--- config.mk ---
export PLATFORM = sky130hd
export DESIGN_NAME = xrx_diag_regs
export DESIGN_NICKNAME = d
export VERILOG_FILES = /design/src/xrx_pkg.sv /design/src/xrx_diag_regs.sv /design/src/xrx_sat_counter.sv /design/src/xrx_term_check.sv
export SDC_FILE = /design/constraint.sdc
export NUM_CORES = 1
export LEC_CHECK = 0
export ABC_CLOCK_PERIOD_IN_PS = 2900
export BUFFER_PORTS_ARGS = -buffer_cell sky130_fd_sc_hd__buf_2
export CORE_MARGIN = 5
export CORE_UTILIZATION = 59
export DETAILED_ROUTE_END_ITERATION = 8
export MAX_ROUTING_LAYER = met4
export PLACE_DENSITY = 0.77
export SLEW_MARGIN = 20
export SYNTH_ARGS = -nofsm -noshare
export SYNTH_HDL_FRONTEND = slang
export SYNTH_SLANG_ARGS = --single-unit
--- constraint.sdc ---
create_clock -name SYS_CLK_I -period 2.9 [get_ports SYS_CLK_I]
set_input_delay 0.145 -clock SYS_CLK_I [delete_from_list [all_inputs] [get_ports SYS_CLK_I]]
set_output_delay 0.145 -clock SYS_CLK_I [all_outputs]
set_load 0.02 [all_outputs]
--- src/xrx_pkg.sv ---
// Purpose: shared constants and carrier types for the receive diagnostic registers
// Assumes: 16-bit management data, register addresses as printed
// Notes: counters reset to a non-zero value on purpose
package xrx_pkg;
    localparam int unsigned DATA_W = 16;
    localparam int unsigned ADDR_W = 16;
    localparam int unsigned LANES = 4;
    localparam int unsigned SYNC_W = 3;
    localparam int unsigned ALIGN_W = 4;

    // register addresses
    localparam logic [15:0] ADDR_LANE3_TERM_ERR = 16'h800f;
    localparam logic [15:0] ADDR_LANE0_CODE_ERR = 16'h8010;
    localparam logic [15:0] ADDR_LANE1_CODE_ERR = 16'h8011;
    localparam logic [15:0] ADDR_LANE2_CODE_ERR = 16'h8012;
    localparam logic [15:0] ADDR_LANE3_CODE_ERR = 16'h8013;
    localparam logic [15:0] ADDR_SYNC_STATES = 16'h8014;
    localparam logic [15:0] ADDR_DESKEW_STATUS = 16'h8015;

    // reset values and counter constants
    localparam logic [15:0] CNT_RESET = 16'hfffd;
    localparam logic [15:0] STATUS_RESET = 16'h0000;
    localparam logic [15:0] CNT_MAX = 16'hffff;
    localparam logic [15:0] CNT_ONE = 16'h0001;
    localparam logic [15:0] CNT_ZERO = 16'h0000;

    // field positions
    localparam int unsigned SYNC_L0_LSB = 9;
    localparam int unsigned SYNC_L1_LSB = 6;
    localparam int unsigned SYNC_L2_LSB = 3;
    localparam int unsigned SYNC_L3_LSB = 0;
    localparam int unsigned ALIGN_STATE_LSB = 12;
    localparam int unsigned COLLISION_BIT = 0;

    // one received column as seen by the termination checker
    typedef struct packed {
        logic valid;
        logic term_lane3;
        logic is_k_col;
        logic is_a_col;
    } xrx_column_type;

    // management read request
    typedef struct packed {
        logic rd;
        logic [15:0] addr;
    } xrx_mgmt_req_type;

    // receive datapath state to report
    typedef struct packed {
        logic [2:0] lane0;
        logic [2:0] lane1;
        logic [2:0] lane2;
        logic [2:0] lane3;
    } xrx_sync_states_type;
endpackage

--- src/xrx_diag_regs.sv ---
// Purpose: receive diagnostic counters and status behind the management port
// Assumes: all inputs synchronous to SYS_CLK_I
// Notes: read data registered, one cycle after the read strobe
`timescale 1ns/1ps
`default_nettype none
module xrx_diag_regs
    import xrx_pkg::*;
(
    input wire logic SYS_CLK_I,
    input wire logic ARST_N_I,
    input wire xrx_mgmt_req_type MGMT_REQ_I,
    output logic [15:0] MGMT_RDATA_O,
    output logic MGMT_RVALID_O,
    input wire logic ALIGNED_I,
    input wire xrx_column_type RX_COL_I,
    input wire logic [3:0] CODE_ERR_I,
    input wire xrx_sync_states_type SYNC_STATES_I,
    input wire logic [3:0] ALIGN_STATE_I,
    input wire logic COLLISION_I,
    output logic TERM_ERR_O
);
    logic term_err;
    logic [15:0] term_cnt;
    logic [15:0] code_cnt [LANES];
    logic clr_term;
    logic [3:0] clr_code;
    logic rd_status;
    logic coll_q;
    logic coll_d;
    logic [15:0] sync_word;
    logic [15:0] status_word;
    logic [15:0] rdata_q;
    logic [15:0] rdata_d;
    logic rvalid_q;

    xrx_term_check u_term (
        .clk_i(SYS_CLK_I),
        .arst_n_i(ARST_N_I),
        .col_i(RX_COL_I),
        .err_o(term_err)
    );

    // read side effects; only reads are decoded, writes reach nothing
    always_comb begin
        clr_term = MGMT_REQ_I.rd && (MGMT_REQ_I.addr == ADDR_LANE3_TERM_ERR);
        clr_code[0] = MGMT_REQ_I.rd && (MGMT_REQ_I.addr == ADDR_LANE0_CODE_ERR);
        clr_code[1] = MGMT_REQ_I.rd && (MGMT_REQ_I.addr == ADDR_LANE1_CODE_ERR);
        clr_code[2] = MGMT_REQ_I.rd && (MGMT_REQ_I.addr == ADDR_LANE2_CODE_ERR);
        clr_code[3] = MGMT_REQ_I.rd && (MGMT_REQ_I.addr == ADDR_LANE3_CODE_ERR);
        rd_status = MGMT_REQ_I.rd && (MGMT_REQ_I.addr == ADDR_DESKEW_STATUS);
    end

    xrx_sat_counter u_term_cnt (
        .clk_i(SYS_CLK_I),
        .arst_n_i(ARST_N_I),
        .inc_i(term_err),
        .aligned_i(ALIGNED_I),
        .clr_i(clr_term),
        .count_o(term_cnt)
    );

    genvar g;
    generate
        for (g = 0; g < LANES; g = g + 1) begin : g_code
            xrx_sat_counter u_code_cnt (
                .clk_i(SYS_CLK_I),
                .arst_n_i(ARST_N_I),
                .inc_i(CODE_ERR_I[g]),
                .aligned_i(ALIGNED_I),
                .clr_i(clr_code[g]),
                .count_o(code_cnt[g])
            );
        end
    endgenerate

    // collision latch, new collision beats the read clear
    always_comb begin
        coll_d = COLLISION_I || (coll_q && !rd_status);
    end

    always_ff @(posedge SYS_CLK_I or negedge ARST_N_I) begin
        if (!ARST_N_I) begin
            coll_q <= 1'b0;
        end else begin
            coll_q <= coll_d;
        end
    end

    // status word assembly
    always_comb begin
        sync_word = STATUS_RESET;
        sync_word[SYNC_L0_LSB +: SYNC_W] = SYNC_STATES_I.lane0;
        sync_word[SYNC_L1_LSB +: SYNC_W] = SYNC_STATES_I.lane1;
        sync_word[SYNC_L2_LSB +: SYNC_W] = SYNC_STATES_I.lane2;
        sync_word[SYNC_L3_LSB +: SYNC_W] = SYNC_STATES_I.lane3;
        status_word = STATUS_RESET;
        status_word[ALIGN_STATE_LSB +: ALIGN_W] = ALIGN_STATE_I;
        status_word[COLLISION_BIT] = coll_q;
    end

    // read mux, unmapped addresses read zero
    always_comb begin
        case (MGMT_REQ_I.addr)
            ADDR_LANE3_TERM_ERR: rdata_d = term_cnt;
            ADDR_LANE0_CODE_ERR: rdata_d = code_cnt[0];
            ADDR_LANE1_CODE_ERR: rdata_d = code_cnt[1];
            ADDR_LANE2_CODE_ERR: rdata_d = code_cnt[2];
            ADDR_LANE3_CODE_ERR: rdata_d = code_cnt[3];
            ADDR_SYNC_STATES: rdata_d = sync_word;
            ADDR_DESKEW_STATUS: rdata_d = status_word;
            default: rdata_d = STATUS_RESET;
        endcase
    end

    always_ff @(posedge SYS_CLK_I or negedge ARST_N_I) begin
        if (!ARST_N_I) begin
            rdata_q <= STATUS_RESET;
        end else if (MGMT_REQ_I.rd) begin
            rdata_q <= rdata_d;
        end
    end

    always_ff @(posedge SYS_CLK_I or negedge ARST_N_I) begin
        if (!ARST_N_I) begin
            rvalid_q <= 1'b0;
        end else begin
            rvalid_q <= MGMT_REQ_I.rd;
        end
    end

    assign MGMT_RDATA_O = rdata_q;
    assign MGMT_RVALID_O = rvalid_q;
    assign TERM_ERR_O = term_err;
endmodule
`default_nettype wire

--- src/xrx_sat_counter.sv ---
// Purpose: 16-bit saturating error counter, cleared by a read
// Assumes: clear and increment may coincide
// Notes: an event in the clearing cycle is kept as a count of one
`timescale 1ns/1ps
`default_nettype none
module xrx_sat_counter
    import xrx_pkg::*;
(
    input wire logic clk_i,
    input wire logic arst_n_i,
    input wire logic inc_i,
    input wire logic aligned_i,
    input wire logic clr_i,
    output logic [15:0] count_o
);
    logic [15:0] cnt_q;
    logic [15:0] cnt_d;
    logic [15:0] base;

    always_comb begin
        base = clr_i ? CNT_ZERO : cnt_q;
        cnt_d = base;
        if (inc_i && aligned_i && (base != CNT_MAX)) begin
            cnt_d = base + CNT_ONE;
        end
    end

    always_ff @(posedge clk_i or negedge arst_n_i) begin
        if (!arst_n_i) begin
            cnt_q <= CNT_RESET;
        end else begin
            cnt_q <= cnt_d;
        end
    end

    assign count_o = cnt_q;
endmodule
`default_nettype wire

--- src/xrx_term_check.sv ---
// Purpose: lane 3 terminate follow-up check
// Assumes: one column per valid cycle
// Notes: error pulse comes with the column after the terminate
`timescale 1ns/1ps
`default_nettype none
module xrx_term_check
    import xrx_pkg::*;
(
    input wire logic clk_i,
    input wire logic arst_n_i,
    input wire xrx_column_type col_i,
    output logic err_o
);
    logic pend_q;

    // remember a terminate in lane 3 until the next column
    always_ff @(posedge clk_i or negedge arst_n_i) begin
        if (!arst_n_i) begin
            pend_q <= 1'b0;
        end else if (col_i.valid) begin
            pend_q <= col_i.term_lane3;
        end
    end

    assign err_o = col_i.valid && pend_q && !(col_i.is_k_col || col_i.is_a_col);
endmodule
`default_nettype wire

# Yosys cells after proc, flatten, opt, wreduce, memory -nomap -nowiden
# Index checks and enable logic that the tools add are counted.
# word_totals
ff_bits,99
input_bits,45
# classes
addsub,5
eq_ne,12
muxes,11
n_reduce_logical,23
# ops
operator,count
16-bit 2-to-1 mux,10
"16-bit == test, second input constant",7
16-bit case mux with 7 select lines,1
"16-bit by 1-bit adder with 16-bit output, second input constant",5
"16-bit != test, second input constant",5
1-bit logical AND,19
1-bit logical NOT,2
1-bit logical OR,2

# Longest topological paths before layout
# logic_depth
ltp_word,6
ltp_mapped,11
mapped_depth_nobuf,9

# Cells and area by module
# From an unflattened synthesis, not the netlist that was laid out.
# hier_totals
hier_cells,631
area_unflattened_um2,6505.0
# by_module_without_submodules
module,n_inst,cells_per_inst,area_per_inst_um2,seq_area_each_um2
xrx_sat_counter,5,88,963.4,419.2
xrx_diag_regs,1,188,1635.3,450.4
xrx_term_check,1,3,52.6,25.0

# Least setup slack after synthesis
# No wires, ideal clock.
# synth_timing
path_type,input to register
start,input MGMT_REQ_I[11] in the netlist's numbering
end,"register u_term_cnt.cnt_q[1], in the netlist u_term_cnt.count_o[1]"
setup_time_ns,0.125
arrival_ns,2.884
path_slack_ns,-0.109
path_stages,11
n_path_buf,2
cell_sequence,or4_4 > buf_2 > nor4_4 > nand2_1 > and2_1 > ha_1 > and3_1 > o311a_1 > buf_6 > nor2_1 > mux2_2
# synth_via
elab_chain_cells,6
# synth_lines
item,line_no,rtl
"start, declared",xrx_diag_regs.sv:11,"input wire xrx_mgmt_req_type MGMT_REQ_I,"
16-bit == test (*),xrx_diag_regs.sv:45,clr_term = MGMT_REQ_I.rd && (MGMT_REQ_I.addr == ADDR_LANE3_TERM_ERR);
1-bit logical AND (*),xrx_diag_regs.sv:45,
16-bit 2-to-1 mux (*),xrx_sat_counter.sv:21,base = clr_i ? CNT_ZERO : cnt_q;
branches (longest 2 deep; another with 16-bit by 1-bit adder with 16-bit output),--,
16-bit 2-to-1 mux (*),xrx_sat_counter.sv:23,if (inc_i && aligned_i && (base != CNT_MAX)) begin
via u_term_cnt.cnt_d[1],xrx_sat_counter.sv:17,logic [15:0] cnt_d;
"end signal, assigned",xrx_sat_counter.sv:32,cnt_q <= cnt_d;
"end, declared",xrx_sat_counter.sv:16,logic [15:0] cnt_q;
# Mark *: on every way through the listed nets, which the timed path passes.
# A chain may end at the register's enable or synchronous reset.

# Final worst setup path
# layout_timing
start,input MGMT_REQ_I[14] in the netlist's numbering
end,"register u_term_cnt.cnt_q[15], in the netlist u_term_cnt.count_o[15]"
# Same word-level chain as after synthesis.

==> impl_results.md <==
- Overflow after GRT: 0
- Rows: 35
- Netlist Area Pre-Place: 5710 µm²
- Layout cells sized above 1: 0.309
- Endpoint class of the critical path: flop
- FMAX: 403 MHz
- DR WL/cell: 19.9 µm
- Min-delay worst type: in -> reg
- Worst Max-Slew Pin Slew: 905 ps
- Clock Sinks: 99
- Area growth from synthesis to layout: 14.1%
- CTS tree: yes
- Synth Instances: 582
- Register area: 2570 µm²
- Crit path arrival time: 2790 ps
- Pre-CTS setup slack: 15.1 ps
- CTS clk-pin slew, worst paths: 100 ps
- Post-synth net total: 628
- Die height: roughly 110 µm
- Met3 Usage GRT: 0.0460
- Top cells by count, synth: dfstp_2 (75), nor2_1 (66), nand2_1 (54)
- Worst R2R Start: g_code[0].u_code_cnt.count_o[0]
- Max-cap viol count: 0
- Core ar.: slightly above 9000 µm²
- Combinational cell fraction of total power: 0.134
- Reg2Reg Capture Point: g_code[0].u_code_cnt.count_o[14]
- Leak: 2.37 nW
- Worst reg2reg path depth: 5
- Hold_sp: CODE_ERR_I[3]
- Initial antenna violation count: 0
- Largest net degree at the start of global routing: 72
- Worst-path fanout max: 12
- Fin crit period: 2480 ps
- Io pins: between 60 and 70
- Number of global-route vias before repair: 4970
- Vias: about 5100
- CP required: 3210 ps
- Crit path buffers/inverters: 1
- Avg Cell Area, Syn: between 9 and 10 µm²
- Sequential share of power: 0.549
- Most frequent cell after synthesis: dfstp_2
- P_int: between 2 and 2.5 mW
- Final setup margin: 420 ps
- PortBufs: 62
- First-pass GRT wire length: 25.3 mm
- # fillers: 753
- Clock root buffer: clkbuf_8
- Finished Core Util: 0.698
- Maximum vdd drop: 0.452 mV
- M2 GR Usage: 0.460
- Switching power: 998 µW
- Final setup vio count: 0
- R2r setup slk: 540 ps
- Hold Crit Depth: 3
- DRC: 0
- Total length of routed wires: 15.6 mm
- Worst Setup Start Kind: primary input
- Cell taking the most area after synthesis: dfstp_2
- Synth Warn #: 0
- Synth Flop Type: dfstp_2
- Period utilization: 0.855
- Clock share of power: 0.317
- H-Tree Level Count: 3
- Starting Density: 0.612
- Clock Latency Late Sink: 390 ps
- Ys async rst share: 1.00
- Final Hold Fails: 0
- RSZ-0062 raised after global routing: no
- Share of the synthesized area in the top cell type: 0.345
- DR iter-0 viols: 469
- Max stage delay on crit path: 580 ps
- Sw Share: 0.287
- Seq/Total Area, Yosys: 0.451
- Status: finished, final reports clean
- Vias per cell: 6.52
- Final ANT Viol Nets: 0
- Pwr/cell area: 534 nW/µm²
- Crit-path slowest cell: or4b_4
- Initial DRT Pass Iterations: 8
- CTS Buffer Depth: 2
- Die X: 108 µm
- Synth top area cells: dfstp_2 (35%), dfrtp_1 (11%), xnor2_1 (5.8%)
- Hold Path Sink: g_code[3].u_code_cnt.count_o[0]
- Yosys reg bits: 99
- Dpl hpwl: between 10 and 15 mm
- Full die area: 11700 µm²
- M1 GR Usage: 0.363
- GRT Total Usage: 0.284
- Diode count: 0
- Busiest grt layer: met2
- Placer congestion estimate: 0.913
- Kind of critical path: in -> reg
- Fin Clk Skew: 18.7 ps
- Multi-input gate area: around 3000 µm²
- Setup TNS Final: 0 ps
- Yosys cell types: 63
- Relative slew slack: 0.396
- Post-synth EDFFs: 0
- Max-slew violation count: 0
- Top Family by Delay on Critical Path: simple AND/OR/NAND/NOR gates
- Critical path cell sequence: buf_2, or4b_4, nor4_4, nand2_2, and2_1, ha_1, and3_1, o311a_1, or4_1, a21oi_1
- Nets: 698
- CTS Buf Count: 9
sequential cells by signal (all words and copies together), names as in the netlist:
register	count
g_code.u_code_cnt.count_o	64
MGMT_RDATA_O	16
MGMT_RVALID_O	1
u_term_cnt.count_o	16
coll_q	1
u_term.pend_q	1
metal layers:
| layer | up-vias | part of all wire | routed length [µm] |
|---|---|---|---|
| met3 | 43 | 0.071 | 1110 |
| li1 | 2372 | - | - |
| met5 | - | 0 | 0 |
| met4 | 0 | 0.030 | 471 |
| met2 | 225 | 0.49 | 7630 |
| met1 | 2485 | 0.41 | 6400 |
power groups by stage:
stage               sequential [mW]  combinational (mW)  clock, mW
detailed placement             1.92               0.453          0
CTS                            1.90               0.463       1.12
global route                   1.94               0.523       1.17
finish                         1.91               0.464       1.10
global placement               1.92               0.431          0
floorplan                      1.80               0.368          0
layout make-up:
class                      instances  share of cell area
clock buffer                      10              0.0211
sequential                        99               0.395
multi-input combinational        444               0.456
clock inverter                     6              0.0171
timing repair buffer              90              0.0819
inverter                           8             0.00461
tap                              129              0.0248
layout by cell type (no fill, tap or decap), types with 8 or more instances in the layout:
cell type / Yosys / routed
a21oi_1: 12 / 12
a221oi_1: 14 / 14
a222oi_1: 14 / 14
a22o_1: 14 / 14
a22oi_1: 16 / 16
a31oi_1: 12 / 12
and4_1: 9 / 9
buf_2: 9 / 61
buf_4: 0 / 25
clkbuf_8: 0 / 10
dfrtp_1: 24 / 24
dfstp_2: 75 / 75
nand2_1: 54 / 53
nand3_1: 21 / 21
nand4_1: 19 / 19
nor2_1: 66 / 65
nor3_1: 29 / 29
nor3b_1: 8 / 8
nor4_1: 11 / 11
xnor2_1: 38 / 38
stage by stage:
stage                     hold slack (ps)  area (µm²)  instances  power (mW)
final                                27.7        6510        786        3.47
after global routing                 28.3        6510        786        3.63
after CTS                            19.2        6510        786        3.48
after detailed placement              328        6220        766        2.38
after global placement                326        6220        766        2.35
after floorplan                      -151        5710        582        2.17
worst max-delay path by stage:
stage | from | endpoint | slack [ps] | cells past startpoint
finish | MGMT_REQ_I[14] | u_term_cnt.count_o[15] | 420 | 10
global route | MGMT_REQ_I[14] | u_term_cnt.count_o[15] | 270 | 10
CTS | MGMT_REQ_I[14] | u_term_cnt.count_o[15] | 430 | 10
detailed placement | MGMT_REQ_I[14] | u_term_cnt.count_o[15] | 20 | 10
global placement | MGMT_REQ_I[14] | u_term_cnt.count_o[15] | 130 | 10
floorplan | MGMT_REQ_I[14] | u_term_cnt.count_o[11] | 0.9 | 11
tightest hold or removal path, cell delays in order:
cell     delay, ps
buf_2          120
nand2_1         70
mux2i_1         70
timing repair:
action                                  in CTS  in global routing
buffers inserted                             0                  0
endpoints found under the hold margin       26                  0
endpoints found under the setup margin       0                  0
hold buffers                                 4                  0
resized for setup                            0                  0
logic make-up after synthesis:
kind of cell    count (synthesis)  share of synthesized area
simple gates                  272                      0.270
mux                            10                     0.0184
fa+ha+maj                       1                    0.00219
flops                          99                      0.451
buf+inv                        39                     0.0303
compound gates                117                      0.161
xor+xnor                       44                     0.0675
No activity file was read; power rests on OpenSTA's default activity.
